==> config.mk <==
export PLATFORM = sky130hd
export DESIGN_NAME = lcc_device_flat
export DESIGN_NICKNAME = d
export VERILOG_FILES = /design/src/design/lcc_pkg.sv /design/src/design/lcc_bus_if.sv /design/src/design/lcc_device.sv /design/src/flat_wrapper.sv
export SDC_FILE = /design/constraint.sdc
export NUM_CORES = 1
export LEC_CHECK = 0
export BUFFER_PORTS_ARGS = -buffer_cell sky130_fd_sc_hd__buf_2
export CORE_MARGIN = 2
export CORE_UTILIZATION = 50
export DETAILED_ROUTE_END_ITERATION = 10
export PLACE_DENSITY = 0.73
export SETUP_SLACK_MARGIN = 0.02
export SYNTH_ARGS = -nofsm -noshare
export SYNTH_HDL_FRONTEND = slang
export SYNTH_SLANG_ARGS = --single-unit
export TNS_END_PERCENT = 100
==> constraint.sdc <==
create_clock -name clk -period 2.9 [get_ports clk]
set_input_delay 0.145 -clock clk [delete_from_list [all_inputs] [get_ports clk]]
set_output_delay 0.145 -clock clk [all_outputs]
set_load 0.01 [all_outputs]
==> src/design/lcc_pkg.sv <==
package lcc_pkg;
	// Clock and host wait period
	localparam int CLK_PERIOD_NS = 10;
	localparam int WAIT_TIMEOUT_NS = 1000000;
	localparam int WAIT_TIMEOUT_CYC = WAIT_TIMEOUT_NS / CLK_PERIOD_NS;

	// Port block: four consecutive addresses from the base
	localparam logic [9:0] DEFAULT_BASE = 10'h220;
	localparam logic [9:0] BASE_LIMIT = 10'h3fc;
	localparam logic [1:0] DATA_OFS = 2'h0;
	localparam logic [1:0] CSR_OFS = 2'h3;
	localparam int CSR_OBF_BIT = 0;
	localparam int CSR_IBF_BIT = 1;

	// Channels and reply sizes
	localparam int NUM_CH = 4;
	localparam int MAX_REPLY = 6;
	localparam logic [2:0] SERIAL_REPLY_LEN = 3'd6;

	// Command codes
	localparam logic [7:0] write_comparison_enable_cmd = 8'h01;
	localparam logic [7:0] read_serial_cmd = 8'h02;
	localparam logic [7:0] relocate_base_cmd = 8'h03;
	localparam logic [7:0] read_sequence_count_cmd = 8'h04;
	localparam logic [7:0] set_outputs_cmd = 8'h05;

	// Completion and host result codes
	localparam logic [7:0] completion_success_code = 8'h00;
	localparam logic [7:0] FAIL_CODE = 8'h01;
	localparam logic [7:0] HOST_REJECT_CODE = 8'he0;
	localparam logic [7:0] input_buffer_wait_timeout = 8'hf1;
	localparam logic [7:0] output_buffer_wait_timeout = 8'hf2;

	// Argument bytes that follow each command byte
	function automatic logic [1:0] arg_count(input logic [7:0] code);
		case (code)
			write_comparison_enable_cmd: arg_count = 2'd1;
			relocate_base_cmd: arg_count = 2'd2;
			read_sequence_count_cmd: arg_count = 2'd1;
			set_outputs_cmd: arg_count = 2'd1;
			default: arg_count = 2'd0;
		endcase
	endfunction

	// Reply bytes, status byte included where one is sent
	function automatic logic [2:0] reply_count(input logic [7:0] code);
		if (code == read_serial_cmd) begin
			reply_count = SERIAL_REPLY_LEN;
		end else begin
			reply_count = 3'd1;
		end
	endfunction
endpackage

==> src/design/lcc_bus_if.sv <==
`timescale 1ns/100ps
// Byte-wide port bus between host and controller, all on one clock
interface lcc_bus_if;
	logic [9:0] io_addr;
	logic [7:0] io_wdata;
	logic io_wr;
	logic io_rd;
	logic [7:0] io_rdata;

	modport dev(input io_addr, input io_wdata, input io_wr, input io_rd, output io_rdata);
	modport host(output io_addr, output io_wdata, output io_wr, output io_rd, input io_rdata);
endinterface

==> src/design/lcc_device.sv <==
`timescale 1ns/100ps
// Function
// - Enable byte bits 0-3 gate channels 1-4
// - Upper four enable bits are ignored
// - Output on when above preset, else off
// - Enable bit clear leaves output untouched
// - Inactive channel: no measurement, output untouched
// - Newly enabled output waits for valid measurement
// - Disabled output holds last comparison state
// - Host should set outputs after enable change
// - Resume operation with newly written enables
// - Return stored serial and valid bit unchanged
// - Relocate base: store, answer only there
// - New base address accepted without checks
// - Host base keeps two low bits zero
// - Host base never above 3fc
// - Default base address is 220 hex
// - Per-channel eight-bit wrapping conversion counter
// - Counter read replies one byte, no status
// - Other commands end with status, zero success
// - Host writes only after previous byte consumed
// - Replies placed in output register for host
module lcc_device
	import lcc_pkg::*;
#(
	parameter logic [9:0] BASE_DEFAULT = DEFAULT_BASE
) (
	input wire logic clk,
	input wire logic rst_b,
	input wire logic ce,
	lcc_bus_if.dev bus,
	input wire logic [NUM_CH-1:0] chan_active,
	input wire logic [NUM_CH-1:0] meas_valid,
	input wire logic [NUM_CH-1:0] meas_above,
	input wire logic [NUM_CH-1:0] conv_done,
	input wire logic [31:0] serial_number,
	input wire logic serial_valid,
	output logic [NUM_CH-1:0] dout,
	output logic [NUM_CH-1:0] comp_enable,
	output logic nv_base_wr,
	output logic [9:0] nv_base_value
);
	typedef enum logic [1:0] {
		ST_IDLE = 2'b00,
		ST_ARGS = 2'b01,
		ST_EXEC = 2'b10,
		ST_SEND = 2'b11
	} dev_state_e;

	dev_state_e state_reg, state_next;
	logic [9:0] base_reg;
	logic [7:0] in_reg, out_reg, rdata_reg, cmd_reg;
	logic ibf_reg, obf_reg;
	logic [7:0] arg_reg [2];
	logic [1:0] argn_reg;
	logic [8*MAX_REPLY-1:0] reply_reg, reply_fill;
	logic [2:0] rlen_reg, rlen_fill, ridx_reg;
	logic [NUM_CH-1:0] en_reg, dout_reg, dout_next;
	logic nv_wr_reg;
	logic [9:0] nv_val_reg;
	logic [7:0] seq_cnt [NUM_CH];
	logic [7:0] csr_val;

	// Address decode relative to the movable base, any base value works
	wire logic [9:0] addr_ofs = bus.io_addr - base_reg;
	wire logic addr_hit = (addr_ofs[9:2] == 8'h00);
	wire logic data_sel = addr_hit && (addr_ofs[1:0] == DATA_OFS);
	wire logic csr_sel = addr_hit && (addr_ofs[1:0] == CSR_OFS);
	wire logic host_wr = ce && bus.io_wr && data_sel;
	wire logic host_rd = ce && bus.io_rd && data_sel;
	wire logic bus_rd = ce && bus.io_rd && addr_hit;
	wire logic [7:0] rd_val = csr_sel ? csr_val : (data_sel ? out_reg : 8'h00);

	// Buffer handshake terms
	wire logic consume = ibf_reg && (state_reg == ST_IDLE || state_reg == ST_ARGS);
	wire logic send_load = (state_reg == ST_SEND) && !obf_reg;
	wire logic last_arg = consume && (state_reg == ST_ARGS) &&
		((argn_reg + 2'd1) == arg_count(cmd_reg));
	wire logic exec = (state_reg == ST_EXEC);
	wire logic exec_enable = exec && (cmd_reg == write_comparison_enable_cmd);
	wire logic exec_reloc = exec && (cmd_reg == relocate_base_cmd);
	wire logic exec_setout = exec && (cmd_reg == set_outputs_cmd);
	wire logic [9:0] new_base = {arg_reg[1][1:0], arg_reg[0]};
	wire logic [8*MAX_REPLY-1:0] serial_reply = {completion_success_code, 7'h00,
		serial_valid, serial_number};

	// Status byte seen at the control offset
	always_comb begin
		csr_val = 8'h00;
		csr_val[CSR_IBF_BIT] = ibf_reg;
		csr_val[CSR_OBF_BIT] = obf_reg;
	end

	// Command sequencer: command byte, arguments, execute, send reply
	always_comb begin
		state_next = state_reg;
		case (state_reg)
			ST_IDLE: begin
				if (consume) begin
					state_next = (arg_count(in_reg) == 2'd0) ? ST_EXEC : ST_ARGS;
				end
			end
			ST_ARGS: begin
				if (last_arg) begin
					state_next = ST_EXEC;
				end
			end
			ST_EXEC: begin
				state_next = ST_SEND;
			end
			ST_SEND: begin
				if (send_load && (ridx_reg + 3'd1) == rlen_reg) begin
					state_next = ST_IDLE;
				end
			end
			default: begin
				state_next = ST_IDLE;
			end
		endcase
	end

	// Reply built at execute time; counter read carries no status byte
	always_comb begin
		reply_fill = '0;
		rlen_fill = reply_count(cmd_reg);
		case (cmd_reg)
			write_comparison_enable_cmd: begin
				reply_fill[7:0] = completion_success_code;
			end
			read_serial_cmd: begin
				reply_fill = serial_reply;
			end
			relocate_base_cmd: begin
				reply_fill[7:0] = completion_success_code;
			end
			read_sequence_count_cmd: begin
				reply_fill[7:0] = seq_cnt[arg_reg[0][1:0]];
			end
			set_outputs_cmd: begin
				reply_fill[7:0] = completion_success_code;
			end
			default: begin
				reply_fill[7:0] = FAIL_CODE;
			end
		endcase
	end

	// Output drive: an explicit set first, a fresh comparison overrides it
	always_comb begin
		dout_next = dout_reg;
		if (exec_setout) begin
			dout_next = arg_reg[0][NUM_CH-1:0];
		end
		for (int i = 0; i < NUM_CH; i++) begin
			// Inactive or disabled channels keep their last level
			if (chan_active[i] && en_reg[i] && meas_valid[i]) begin
				dout_next[i] = meas_above[i];
			end
		end
	end

	// Host-facing buffers; a new byte wins over a same-cycle consume
	always_ff @(posedge clk) begin
		if (!rst_b) begin
			in_reg <= 8'h00;
			ibf_reg <= 1'b0;
			out_reg <= 8'h00;
			obf_reg <= 1'b0;
			rdata_reg <= 8'h00;
		end else if (ce) begin
			if (host_wr) begin
				in_reg <= bus.io_wdata;
			end
			ibf_reg <= host_wr | (ibf_reg & ~consume);
			if (send_load) begin
				out_reg <= reply_reg[{ridx_reg, 3'b000} +: 8];
			end
			obf_reg <= send_load | (obf_reg & ~host_rd);
			if (bus_rd) begin
				rdata_reg <= rd_val;
			end
		end
	end

	// Command capture and reply walk
	always_ff @(posedge clk) begin
		if (!rst_b) begin
			state_reg <= ST_IDLE;
			cmd_reg <= 8'h00;
			argn_reg <= 2'd0;
			arg_reg[0] <= 8'h00;
			arg_reg[1] <= 8'h00;
			reply_reg <= '0;
			rlen_reg <= 3'd1;
			ridx_reg <= 3'd0;
		end else if (ce) begin
			state_reg <= state_next;
			if (consume && state_reg == ST_IDLE) begin
				cmd_reg <= in_reg;
				argn_reg <= 2'd0;
			end
			if (consume && state_reg == ST_ARGS) begin
				arg_reg[argn_reg[0]] <= in_reg;
				argn_reg <= argn_reg + 2'd1;
			end
			if (exec) begin
				reply_reg <= reply_fill;
				rlen_reg <= rlen_fill;
				ridx_reg <= 3'd0;
			end else if (send_load) begin
				ridx_reg <= ridx_reg + 3'd1;
			end
		end
	end

	// Operating state: enables, outputs, base latch and its store pulse
	always_ff @(posedge clk) begin
		if (!rst_b) begin
			en_reg <= '0;
			dout_reg <= '0;
			base_reg <= BASE_DEFAULT;
			nv_wr_reg <= 1'b0;
			nv_val_reg <= BASE_DEFAULT;
		end else if (ce) begin
			if (exec_enable) begin
				en_reg <= arg_reg[0][NUM_CH-1:0];
			end
			dout_reg <= dout_next;
			if (exec_reloc) begin
				base_reg <= new_base;
				nv_val_reg <= new_base;
			end
			nv_wr_reg <= exec_reloc;
		end
	end

	// Conversion counters wrap 255 to 0 by plain overflow
	for (genvar g = 0; g < NUM_CH; g++) begin : g_seq
		always_ff @(posedge clk) begin
			if (!rst_b) begin
				seq_cnt[g] <= 8'h00;
			end else if (ce && conv_done[g] && chan_active[g]) begin
				seq_cnt[g] <= seq_cnt[g] + 8'h01;
			end
		end
	end

	assign bus.io_rdata = rdata_reg;
	assign dout = dout_reg;
	assign comp_enable = en_reg;
	assign nv_base_wr = nv_wr_reg;
	assign nv_base_value = nv_val_reg;
endmodule

==> src/flat_wrapper.sv <==
// flat-port wrapper written by rule: the top's interface ports become plain ports
module lcc_device_flat import lcc_pkg::*;
#(
	parameter logic [9:0] BASE_DEFAULT = DEFAULT_BASE
)
  (clk, rst_b, ce, chan_active, meas_valid, meas_above, conv_done, serial_number, serial_valid, dout, comp_enable, nv_base_wr, nv_base_value, bus_io_addr, bus_io_wdata, bus_io_wr, bus_io_rd, bus_io_rdata);
  lcc_bus_if bus_i ();
  input wire logic clk;
  input wire logic rst_b;
  input wire logic ce;
  input wire logic [NUM_CH-1:0] chan_active;
  input wire logic [NUM_CH-1:0] meas_valid;
  input wire logic [NUM_CH-1:0] meas_above;
  input wire logic [NUM_CH-1:0] conv_done;
  input wire logic [31:0] serial_number;
  input wire logic serial_valid;
  output logic [NUM_CH-1:0] dout;
  output logic [NUM_CH-1:0] comp_enable;
  output logic nv_base_wr;
  output logic [9:0] nv_base_value;
  input wire logic [$bits(bus_i.io_addr)-1:0] bus_io_addr;
  input wire logic [$bits(bus_i.io_wdata)-1:0] bus_io_wdata;
  input wire logic [$bits(bus_i.io_wr)-1:0] bus_io_wr;
  input wire logic [$bits(bus_i.io_rd)-1:0] bus_io_rd;
  output wire logic [$bits(bus_i.io_rdata)-1:0] bus_io_rdata;
  assign bus_i.io_addr = bus_io_addr;
  assign bus_i.io_wdata = bus_io_wdata;
  assign bus_i.io_wr = bus_io_wr;
  assign bus_i.io_rd = bus_io_rd;
  assign bus_io_rdata = bus_i.io_rdata;
  lcc_device #(.BASE_DEFAULT(BASE_DEFAULT)) u_core (.clk(clk), .rst_b(rst_b), .ce(ce), .bus(bus_i), .chan_active(chan_active), .meas_valid(meas_valid), .meas_above(meas_above), .conv_done(conv_done), .serial_number(serial_number), .serial_valid(serial_valid), .dout(dout), .comp_enable(comp_enable), .nv_base_wr(nv_base_wr), .nv_base_value(nv_base_value));
endmodule
# [After elaboration in Yosys (flattened, before gate mapping)]
# Memory sizes are Yosys's and may differ from the RTL's. A register that Yosys moved wholly into a read port is not among the register bits.
# Cells that the tools add are included.
[totals] output_inout_bits=27 reg_bits=111 ram_bits=48 mem_count=2 inputBits=72
[mem_list] name="u_core.seq_cnt" words=4 width=8 rd=5 rd_clocked_by_memory_dff=0 write_ports=4 line="lcc_device.sv:61" source="logic [7:0] seq_cnt [NUM_CH];"
[mem_list] name="u_core.arg_reg" words=2 width=8 rd=2 rd_clocked_by_memory_dff=1 write_ports=2 line="lcc_device.sv:54" source="logic [7:0] arg_reg [2];"
[classes] bitwise_logic=10 mux=47 add_sub_neg=7 n_eq_ne=18 reduce_logical=63 shifts=1
[ops] cell="8-bit two-way mux" count=7
[ops] cell="48-bit by 7-bit indexed part select with 8-bit output" count=1
[ops] cell="8-bit by 1-bit adder with 8-bit output, second input constant" count=4
[ops] cell="8-bit by 3-bit == test with 1-bit output, second input constant" count=4
[ops] cell="1-bit logical AND" count=32
[ops] cell="2-bit AND reduction" count=13
[ops] cell="25-bit two-way mux" count=1
[ops] cell="8-bit by 2-bit == test with 1-bit output, second input constant" count=3
[ops] cell="8-bit case mux with 3 select lines" count=1
[ops] cell="1-bit two-way mux" count=23
[ops] cell="8-bit by 1-bit == test with 1-bit output, second input constant" count=2
[ops] cell="2-bit two-way mux" count=8
[ops] cell="2-bit nonzero test" count=6
[ops] cell="10-bit subtractor" count=1
[ops] cell="3-bit two-way mux" count=3
[ops] cell="3-bit OR reduction" count=3
[ops] cell="8-bit zero test" count=1
[ops] cell="2-bit case mux with 2 select lines" count=2
[ops] cell="2-bit case mux with 4 select lines" count=1
[ops] cell="8-bit OR reduction" count=1
[ops] cell="2-bit == test, second input constant" count=3
[ops] cell="2-bit zero test" count=3
[ops] cell="1-bit OR" count=6
[ops] cell="4-bit two-way mux" count=1
[ops] cell="other kinds (12)" count=16

# [Longest topological paths before layout]
# Gate-level depths: netlist of run 1.
[logic_depth] word_depth=10 mapped_depth=11 mapped_depth_nobuf=10

# [Worst setup path before layout of run 1]
# No wires, ideal clock.
[synth_path] kind="reg-to-reg" startpoint="register, netlist name u_core.nv_base_value[0]" endpoint="register u_core.in_reg[0]" t_required_ns=2.767 t_arrival_ns=2.424 path_slack_ns=0.344 stages_incl_launch_ff=11 synth_period_minus_slack_ns=2.556 cell_sequence="dfxtp_1 -> ha_1 -> fa_1 -> nand2b_1 -> a21oi_1 -> or3_1 -> o211ai_1 -> or4_4 -> buf_6 -> o31ai_1 -> a21oi_1"
[synth_rtl] element="end signal: assignment" line="lcc_device.sv:172" source="in_reg <= bus.io_wdata;"
[synth_rtl] element="end: declaration" line="lcc_device.sv:52" source="logic [7:0] in_reg, out_reg, rdata_reg, cmd_reg;"

==> results of run 1 <==
[worst min-delay path by stage]
stage,startpoint,endpoint,cells after the start
2_1_floorplan,serial_valid,u_core.reply_reg[32],1
3_3_place_gp,serial_number[29],u_core.reply_reg[29],2
3_5_place_dp,serial_number[11],u_core.reply_reg[11],2
4_1_cts,bus_io_wdata[6],u_core.in_reg[6],3
5_1_grt,bus_io_wdata[6],u_core.in_reg[6],3
6_report,bus_io_wdata[6],u_core.in_reg[6],3
[tightest hold or removal path, cell delays in order]
cell     delay, ns
buf_2         0.09
nand4_1       0.08
a21oi_1       0.06
[cells in the mapped netlist (12+ instances only)]
cell type / count
nor2_1: 84
dfxtp_1: 95
inv_1: 33
nand4_1: 12
mux4_2: 16
ha_1: 18
a22o_1: 35
clkbuf_1: 20
nand2b_1: 13
edfxtp_1: 42
xor2_1: 19
o21ai_0: 19
nand2_1: 54
mux2i_1: 32
a21oi_1: 34
and3_1: 13
nand3_1: 33
[kinds of logic after synthesis]
family,after synthesis,synth area share
buffers and inverters,66,0.0385
adders and majority gates,19,0.0363
DFF,137,0.468
xor gates and xnor gates,28,0.0363
AOI/OAI and AO/OA,136,0.139
and+or+nand+nor,249,0.180
muxes,49,0.102
[layout make-up]
cell class	count	area (um2)
clock buffers	27	556
repair buffers	141	886
well taps	176	220
flip-flops and latches	137	3160
inverters	34	128
multi-input cells	481	3410
clock inverters	5	51.3
fillers	1069	4820
[repair_timing]
| item | 4_1_cts | 5_1_grt |
|---|---|---|
| gates resized for setup | 0 | 14 |
| setup buffers | 0 | 0 |
| hold endpoints to repair | 30 | 0 |
| endpoints found under the setup margin | 0 | 17 |
| hold buffers | 30 | 0 |
[layout by cell type (no fill, tap or decap), types with 6 or more instances in the layout]
master and n:
nor3_1 7, mux2i_1 31, nor2_1 83, and2_1 6
nand4_1 12, o21ai_0 19, inv_1 33, dlygate4sd3_1 30
xnor2_1 9, a22oi_1 9, clkbuf_16 19, a21oi_1 33
nand2_1 54, and3_1 13, nand3_1 33, nand2b_1 13
a211oi_1 7, xor2_1 19, dfxtp_1 95, a22o_1 35
edfxtp_1 42, ha_1 15, buf_4 12, buf_2 99
mux4_2 16
[stage by stage]
| step | utilization | setup WS, ns | area [um2] | hold WS (ns) | TNS, ns |
|---|---|---|---|---|---|
| 2_1_floorplan | - | 0.344 | 6760 | 0.278 | 0 |
| 3_3_place_gp | 0.562 | 0.194 | 7440 | 0.361 | 0 |
| 3_5_place_dp | 0.562 | 0.0980 | 7440 | 0.367 | 0 |
| 4_1_cts | 0.631 | 0.0500 | 8350 | 0.00476 | 0 |
| 5_1_grt | 0.636 | -0.0307 | 8420 | 0.00921 | -0.109 |
| 6_report | 0.636 | 0.124 | 8420 | 0.0100 | 0 |
[power by group]
| part | switching (mW) | leakage, nW | total [mW] | internal (mW) |
|---|---|---|---|---|
| clock | 0.796 | 0.304 | 2.19 | 1.39 |
| combinational | 0.181 | 1.96 | 0.327 | 0.146 |
| sequential | 0.0420 | 1.20 | 2.05 | 2.01 |
[per-layer routing]
metal	vias to the layer above	global-route usage	wire (um)
met3	39	0.0566	967
met1	2769	0.301	7250
met2	198	0.426	8680
met5	-	0	0
li1	2750	-	-
met4	0	0.110	422
==> results.py, run 1 <==
metrics = {
    "setup_path": {
        "r2r_slack_ns": 0.12,
        "cp-start-kind": "flip-flop",
        "endpoint_kind": "flip-flop",
        "worstPathArrival_ns": 3.12,
        "critPathSlowestCell": "or3_1",
        "cp.required_ns": 3.25,
        "cp_slowest_stage_delay_ns": 0.44,
        "cp.depth": 10,
        "cp-startpoint": "u_core.nv_base_value[5]",
        "worstPathCellList": "inv_1, ha_2, nand2_1, a22o_1, nor4_2, nand3_1, or3_1, nor4_4, buf_4, mux2i_1",
        "ff2ff_path_depth": 10,
        "path_class": "reg2reg",
        "crit_end": "u_core.bus.io_rdata[0]",
        "crit_buf_inv": 2,
        "crit_family": "simple AND/OR/NAND/NOR gates",
        "r2r-end": "u_core.bus.io_rdata[0]",
        "r2r_start": "u_core.nv_base_value[5]",
        "crit_fanout": 10,
    },
    "logic_synthesis": {
        "syn_nets": 775,
        "synth-edff-count": 42,
        "ys_seq_area_frac": 0.468,
        "synthTopCellsByArea": "dfxtp_1, edfxtp_1, mux4_2",
        "synth-main-ff-cell": "dfxtp_1",
        "netlist_area_mm2": 0.00676,
        "synth_top_area_frac": 0.281,
        "netlist_instances": 684,
        "synth_cell_type_count": 59,
        "avgSynthCellArea_um2": 9.89,
        "synth-seq-cells": 137,
        "synth-async-reset-ratio": 0,
        "ys_warn_count": 0,
        "yosysTopAreaCell": "dfxtp_1",
    },
    "clock_tree": {
        "clkTransAtPathRegs_ns": 0.06,
        "tritoncts": "done",
        "numCtsBuffers": 17,
        "htreeDepth": 4,
        "cts_root_buf": "clkbuf_16",
        "ctsLongestPathBuffers": 2,
        "clock_latency_ns": 0.42,
        "cts.sinks": 137,
    },
    "drt": {
        "antenna_left": 0,
        "routed_wl_um": 17300,
        "first_iter_violations": 500,
        "vias": 5756,
        "wl_per_cell_um": 17.3,
        "drt_pass1_iterations": 5,
        "remaining_drc_errors": 0,
        "vias_per_cell": 5.75,
    },
    "grt": {
        "grt_pass1_wl_um": 28100,
        "grt_max_degree": 36,
        "grt.overflow.total": 0,
        "grt_usage": 0.249,
        "antenna_found_initial": 0,
        "grt_pass1_vias": 5704,
    },
    "cells_and_area": {
        "fin_cells": 1001,
        "antenna_cells": 0,
        "largest_reg_flops": 33,
        "drive_gt1_frac": 0.218,
        "fin_nets": 903,
        "area_growth_pct": 24.5,
    },
    "timing": {
        "skew_ns": 0.00821,
        "setup_violations": 0,
        "hold_violations": 0,
        "finalCritPeriodShare": 0.957,
        "slew_violations": 0,
        "worst_pin_slew_ns": 0.599,
        "period_minus_slack_ns": 2.78,
        "relSlewSlack": 0.597,
        "fmax_mhz": 360,
    },
    "placement": {
        "io_buffers": 98,
        "dpl.hpwl_um": 12000,
        "gp_congestion": 0.960,
        "place_inst": 938,
    },
    "floorplanning": {
        "die_h_um": 120,
        "die_w_um": 120,
        "coreArea_mm2": 0.0132,
        "die_area_mm2": 0.0145,
        "initial_utilization": 0.511,
        "pin_count": 99,
        "row_count": 42,
    },
    "worst_hold_path": {
        "hold_class": "in2reg",
    },
    "flow_run": {
        "drv_cap": 0,
    },
    "run_status": {
        "status": "finished, final reports clean",
    },
    "pwr": {
        "p_total_mw": 4.57,
        "cellPowerDensity_mw_per_mm2": 543,
        "p_leak_nw": 3.46,
        "ir_drop_uv": 337,
    },
}
No activity file was read; power rests on OpenSTA's default activity.
==> run 2: changes to the inputs <==
CELL_PAD_IN_SITES_DETAIL_PLACEMENT = 2   (was not set)
CELL_PAD_IN_SITES_GLOBAL_PLACEMENT = 2   (was not set)
CORE_UTILIZATION = 36   (was 50)
PLACE_DENSITY = 0.81   (was 0.73)
==> run 2 against run 1 <==
Net effect: design area up 2.2%; routed wire length grew 58%; first-iteration DRC count down 9.4%; largest cell class unchanged; largest power group unchanged.
==> results.py, run 2 (same netlist as run 1, synthesis figures left out) <==
metrics = {
    "cells_and_area": {
        "fin_nets": 909,
        "layout_common_cells": "buf_2, dfxtp_1, nor2_1",
        "fillers": 1912,
        "drive_gt1_frac": 0.229,
        "largest_reg_flops": 33,
        "final_core_util": 0.463,
        "layout_commonest_cell": "buf_2",
        "antenna_cells": 0,
        "area_growth_pct": 27.2,
    },
    "floorplanning": {
        "die_w_um": 141,
        "row_count": 50,
        "coreArea_mm2": 0.0186,
        "pin_count": 99,
        "die_h_um": 141,
        "die_area_mm2": 0.0199,
        "initial_utilization": 0.364,
    },
    "placement": {
        "io_buffers": 98,
        "gp_congestion": 0.889,
        "dpl.hpwl_um": 16200,
    },
    "timing": {
        "slew_violations": 0,
        "period_minus_slack_ns": 2.80,
        "relSlewSlack": 0.543,
        "hold_violations": 0,
        "fmax_mhz": 358,
        "worst_pin_slew_ns": 0.686,
        "finalCritPeriodShare": 0.964,
        "skew_ns": 0.0128,
        "setup_violations": 0,
    },
    "setup_path": {
        "cp.depth": 9,
        "cp_slowest_stage_delay_ns": 0.67,
        "r2r-end": "u_core.in_reg[1]",
        "worstPathArrival_ns": 3.10,
        "ff2ff_path_depth": 9,
        "critPathSlowestCell": "or4_4",
        "cp-start-kind": "flip-flop",
        "path_class": "reg2reg",
        "crit_end": "u_core.in_reg[1]",
        "crit_family": "simple AND/OR/NAND/NOR gates",
        "cp-startpoint": "u_core.nv_base_value[0]",
        "cp.required_ns": 3.21,
        "r2r_start": "u_core.nv_base_value[0]",
        "r2r_slack_ns": 0.10,
        "endpoint_kind": "flip-flop",
        "crit_buf_inv": 0,
        "crit_fanout": 8,
        "worstPathCellList": "ha_1, fa_1, nand2b_1, a21oi_2, or3_1, o211ai_1, or4_4, o31ai_2, a21oi_1",
    },
    "grt": {
        "grt.overflow.total": 0,
        "grt_usage": 0.277,
        "grt_max_degree": 35,
        "grt_pass1_wl_um": 41100,
        "grt_pass1_vias": 6754,
        "antenna_found_initial": 1,
    },
    "flow_run": {
        "drv_cap": 0,
    },
    "clock_tree": {
        "clkTransAtPathRegs_ns": 0.06,
        "clock_latency_ns": 0.44,
        "ctsLongestPathBuffers": 2,
        "cts_root_buf": "clkbuf_16",
        "numCtsBuffers": 17,
        "htreeDepth": 4,
        "cts.sinks": 137,
        "tritoncts": "done",
    },
    "drt": {
        "vias_per_cell": 5.83,
        "antenna_left": 0,
        "vias": 6210,
        "wl_per_cell_um": 25.6,
        "drt_pass1_iterations": 5,
        "routed_wl_um": 27300,
        "first_iter_violations": 453,
        "remaining_drc_errors": 0,
    },
    "run_status": {
        "status": "finished, final reports clean",
    },
    "pwr": {
        "p_leak_nw": 3.49,
        "cellPowerDensity_mw_per_mm2": 557,
        "ir_drop_uv": 412,
        "p_total_mw": 4.79,
    },
    "worst_hold_path": {
        "timing.hold.worst.start": "serial_number[10]",
        "hold_class": "in2reg",
    },
}
-- run 2: cell types whose count changed in the layout (fill, tap and decap cells not counted), moves of 3 or more --
cell       before  now
o31ai_1         5    2
buf_4          12   18
o31ai_4         0    3
bufinv_16       1    4
ha_4            0    3
clkbuf_8        5    0
-- run 2: per-stage QoR --
step	TNS (ns)	hold WS (ns)	instance area [um2]	instances	setup slack [ns]
finish	0	0.0127	8600	1065	0.103
detailed placement	-0.0160	0.370	7540	999	-0.0160
global placement	0	0.364	7540	999	0.175
global route	-0.397	0.0121	8600	1065	-0.0625
CTS	0	0.00208	8490	1062	0.0469
floorplan	0	0.278	6760	684	0.344
-- run 2: worst register-to-register path, stage by stage, from the launching register on --
cell,delay (ns)
dfxtp_1,0.33
ha_1,0.21
fa_1,0.43
nand2b_1,0.22
a21oi_2,0.18
or3_1,0.13
o211ai_1,0.12
or4_4,0.67
o31ai_2,0.29
a21oi_1,0.11
-- run 2: power breakdown --
group,internal [mW],leakage [nW],switching [mW]
Sequential,2.01,1.20,0.0482
Combinational,0.157,2.00,0.223
Clock,1.43,0.295,0.931
Total,3.59,3.49,1.20
-- run 2: how the worst min path moves through the flow --
stage                           endpoint  slack (ns)  depth (start not counted)
floorplan           u_core.reply_reg[32]        0.28                          1
global placement    u_core.reply_reg[27]        0.36                          2
detailed placement  u_core.reply_reg[13]        0.37                          2
CTS                 u_core.reply_reg[10]       0.002                          2
global route        u_core.reply_reg[10]        0.01                          2
finish              u_core.reply_reg[10]        0.01                          2
-- run 2: repair_timing --
item / 4_1_cts / 5_1_grt
setup buffers: 1 / 3
endpoints found under the hold margin: 29 / 0
hold buffers: 29 / 0
cloned: 1 / 0
gates resized for setup: 7 / 15
setup endpoints to repair: 9 / 17
pin swaps: 2 / 5
-- run 2: area by class of cell --
| class | instances | area, um2 | area share |
|---|---|---|---|
| clock inverter | 14 | 180 | 0.0209 |
| inverter | 34 | 128 | 0.0148 |
| sequential | 137 | 3160 | 0.368 |
| timing repair buffer | 147 | 932 | 0.108 |
| clock buffer | 18 | 429 | 0.0499 |
| tap | 234 | 293 | 0.0340 |
| multi-input combinational | 481 | 3480 | 0.404 |
-- run 2: layer usage --
metal  part of all wire  GRT usage  up-vias
met5                  0          0        -
met4              0.034      0.121        0
met3              0.044     0.0547       64
met2               0.53      0.501      200
met1               0.39      0.317     3182
li1                   -          -     2764
==> run 3: changes to the inputs <==
--- a/config.mk
+++ b/config.mk
@@ -7,2 +7,4 @@
 export LEC_CHECK = 0
+export ABC_AREA = 1
+export ABC_CLOCK_PERIOD_IN_PS = 2900
 export BUFFER_PORTS_ARGS = -buffer_cell sky130_fd_sc_hd__buf_2
@@ -11,3 +13,3 @@
 export CORE_MARGIN = 2
-export CORE_UTILIZATION = 36
+export CORE_UTILIZATION = 33
 export DETAILED_ROUTE_END_ITERATION = 10
--- a/constraint.sdc
+++ b/constraint.sdc
@@ -3,2 +3,2 @@
 set_output_delay 0.145 -clock clk [all_outputs]
-set_load 0.01 [all_outputs]
+set_load 0.02 [all_outputs]
==> run 3 against run 2 <==
Net effect: clock-buffer cell count increased by 4; area after synthesis up 0.89%; worst hold slack improved by 0.0068 ns; flip-flop and latch count unchanged; synthesized cell count up 30%; register-to-register slack better by 0.31 ns; utilization fell by 4.2 points; highest routed layer unchanged; largest cell class is now flip-flops and latches; non-clock buffer count fell by 3; clock skew decreased by 0.0031 ns; final cell count up 23%; sequential share of layout area increased by 0.37 points; via count up 7.8%.
==> results.py, run 3 <==
metrics = {
    "run_status": {
        "status": "finished, final reports clean",
    },
    "pwr": {
        "ir_drop_uv": 446,
        "p_total_mw": 4.47,
        "p_leak_nw": 3.61,
        "cellPowerDensity_mw_per_mm2": 524,
    },
    "placement": {
        "place_inst": 1243,
        "io_buffers": 98,
        "dpl.hpwl_um": 16400,
        "gp_congestion": 0.765,
    },
    "cells_and_area": {
        "fin_nets": 1116,
        "fin_cells": 1308,
        "drive_gt1_frac": 0.152,
        "layout_commonest_cell": "nand2_1",
        "layout_common_cells": "nand2_1, inv_1, buf_2",
        "area_growth_pct": 24.8,
        "largest_reg_flops": 33,
    },
    "clock_tree": {
        "cts_root_buf": "clkbuf_16",
        "clkTransAtPathRegs_ns": 0.06,
        "htreeDepth": 4,
        "ctsLongestPathBuffers": 2,
        "numCtsBuffers": 17,
        "tritoncts": "done",
        "cts_resized": 0,
        "cts.sinks": 137,
        "clock_latency_ns": 0.44,
    },
    "setup_path": {
        "r2r-end": "u_core.in_reg[1]",
        "critPathSlowestCell": "fa_1",
        "endpoint_kind": "flip-flop",
        "worstPathArrival_ns": 2.84,
        "worstPathCellList": "ha_1, fa_1, nand3b_1, nand2_1, nand2_1, nand2_1, nand3_1, nor2_2, nand3_2, nor2_4, nand3_4, nand2_1, nand2_1, nor2_1",
        "cp_slowest_stage_delay_ns": 0.40,
        "ff2ff_path_depth": 14,
        "path_class": "reg2reg",
        "r2r_start": "u_core.nv_base_value[0]",
        "cp.required_ns": 3.26,
        "cp-start-kind": "flip-flop",
        "crit_fanout": 17,
        "path_common_cell": "nand2_1",
        "r2r_slack_ns": 0.42,
    },
    "drt": {
        "vias_per_cell": 5.12,
        "wl_per_cell_um": 19.2,
        "antenna_left": 0,
        "remaining_drc_errors": 0,
        "drt_pass1_iterations": 4,
        "routed_wl_um": 25100,
        "first_iter_violations": 385,
        "vias": 6697,
    },
    "timing": {
        "worst_pin_slew_ns": 0.847,
        "setup_tns_ns": 0,
        "slew_violations": 0,
        "finalCritPeriodShare": 0.856,
        "grt_setup_unrepaired": "false",
        "skew_ns": 0.00964,
        "whs_ns": 0.0195,
        "period_minus_slack_ns": 2.48,
        "fmax_mhz": 403,
        "relSlewSlack": 0.435,
        "setup_violations": 0,
        "hold_violations": 0,
    },
    "floorplanning": {
        "row_count": 52,
        "die_h_um": 148,
        "initial_utilization": 0.337,
        "die_w_um": 148,
        "pin_count": 99,
        "die_area_mm2": 0.0218,
        "coreArea_mm2": 0.0202,
    },
    "logic_synthesis": {
        "syn_nets": 981,
        "netlist_top_cells_count": "nand2_1, inv_1, a21oi_1, dfxtp_1, nor2_1",
        "synth-async-reset-ratio": 0,
        "synth_top_area_frac": 0.279,
        "yosysMostFrequentCell": "nand2_1",
        "synth-seq-cells": 137,
        "avgSynthCellArea_um2": 7.67,
        "yosysTopAreaCell": "dfxtp_1",
        "synth-edff-count": 42,
        "synthTopCellsByArea": "dfxtp_1, edfxtp_1, nand2_1",
        "netlist_area_mm2": 0.00682,
        "ys_seq_area_frac": 0.464,
        "synth_cell_type_count": 42,
        "synth-main-ff-cell": "dfxtp_1",
        "netlist_instances": 890,
        "ys_warn_count": 0,
    },
    "grt": {
        "grt_usage": 0.235,
        "grt_pass1_wl_um": 39800,
        "grt_pass1_vias": 7188,
        "antenna_found_initial": 1,
        "grt.overflow.total": 0,
        "grt_max_degree": 33,
    },
    "worst_hold_path": {
        "hold_end": "u_core.dout[3]",
        "holdPathStages": 3,
        "timing.hold.worst.start": "rst_b",
        "hold_class": "in2reg",
    },
    "flow_run": {
        "drv_cap": 0,
    },
}
==> run 3: cell count changes in the layout (fill, tap and decap cells not counted), sizes merged, moves of 26 or more <==
cell   delta
a22o     -26
inv      +86
mux2i    -32
nand2   +129
a21oi    +63
o21ai    +69
==> run 3: what timing repair did <==
item / CTS / global route
endpoints found under the hold margin: 32 / 0
buffers inserted: 0 / 1
hold buffers: 32 / 0
setup endpoints to repair: 0 / 6
==> run 3: layer usage <==
layer  wire (um)  global-route usage  share of wire  vias up
met4         411              0.0683          0.016        0
met3         906              0.0364          0.036       29
met5           0                   0              0        -
met1       11100               0.299           0.44     3296
li1            -                   -              -     3238
met2       12700               0.413           0.50      134
==> run 3: how the worst max path moves through the flow <==
stage                       startpoint  slack (ns)               end
4_1_cts        u_core.nv_base_value[0]        0.19  u_core.in_reg[1]
3_5_place_dp   u_core.nv_base_value[0]        0.30  u_core.in_reg[5]
3_3_place_gp   u_core.nv_base_value[0]        0.42  u_core.in_reg[7]
6_report       u_core.nv_base_value[0]        0.42  u_core.in_reg[1]
2_1_floorplan  u_core.nv_base_value[0]        0.68  u_core.in_reg[0]
5_1_grt        u_core.nv_base_value[0]        0.24  u_core.in_reg[1]
==> run 3: report_power, final <==
part	switching (mW)	total, mW	leakage [nW]	internal (mW)
Sequential	0.0262	2.03	1.20	2.00
Clock	0.896	2.13	0.279	1.24
Combinational	0.186	0.303	2.13	0.117
Total	1.11	4.47	3.61	3.36
==> run 3: kinds of logic (layout without fill, tap and decap cells) <==
group                    count (synthesis)  count (layout)  synth area share
other                                    0               1                 0
buffers and inverters                  148             295            0.0849
XOR/XNOR                                 7               7           0.00898
AO/OA/AOI/OAI                          219             219             0.177
adder cells (fa/ha/maj)                 19              19            0.0359
AND/OR/NAND/NOR                        360             360             0.229
flip-flops                             137             137             0.464
==> run 3: worst max-delay path, delay by kind of cell (launching register included) <==
kind          cells  cell delay [ns]
simple gates     12             1.48
fa+ha+maj         2             0.61
flops             1             0.32
==> run 3: per-stage QoR <==
step,utilization,area [um2],worst slack [ns]
floorplan,-,6820,0.684
global placement,0.377,7620,0.422
detailed placement,0.377,7620,0.298
CTS,0.420,8510,0.187
global route,0.421,8520,0.237
finish,0.421,8520,0.417
==> run 3: area by class of cell <==
class | count | area (um2)
inverters | 120 | 450
clock buffers | 22 | 507
repair buffers | 144 | 916
flip-flops and latches | 137 | 3160
diodes | 1 | 2.50
fillers | 2299 | 11700
well taps | 270 | 338
multi-input cells | 605 | 3080
clock inverters | 9 | 60.1
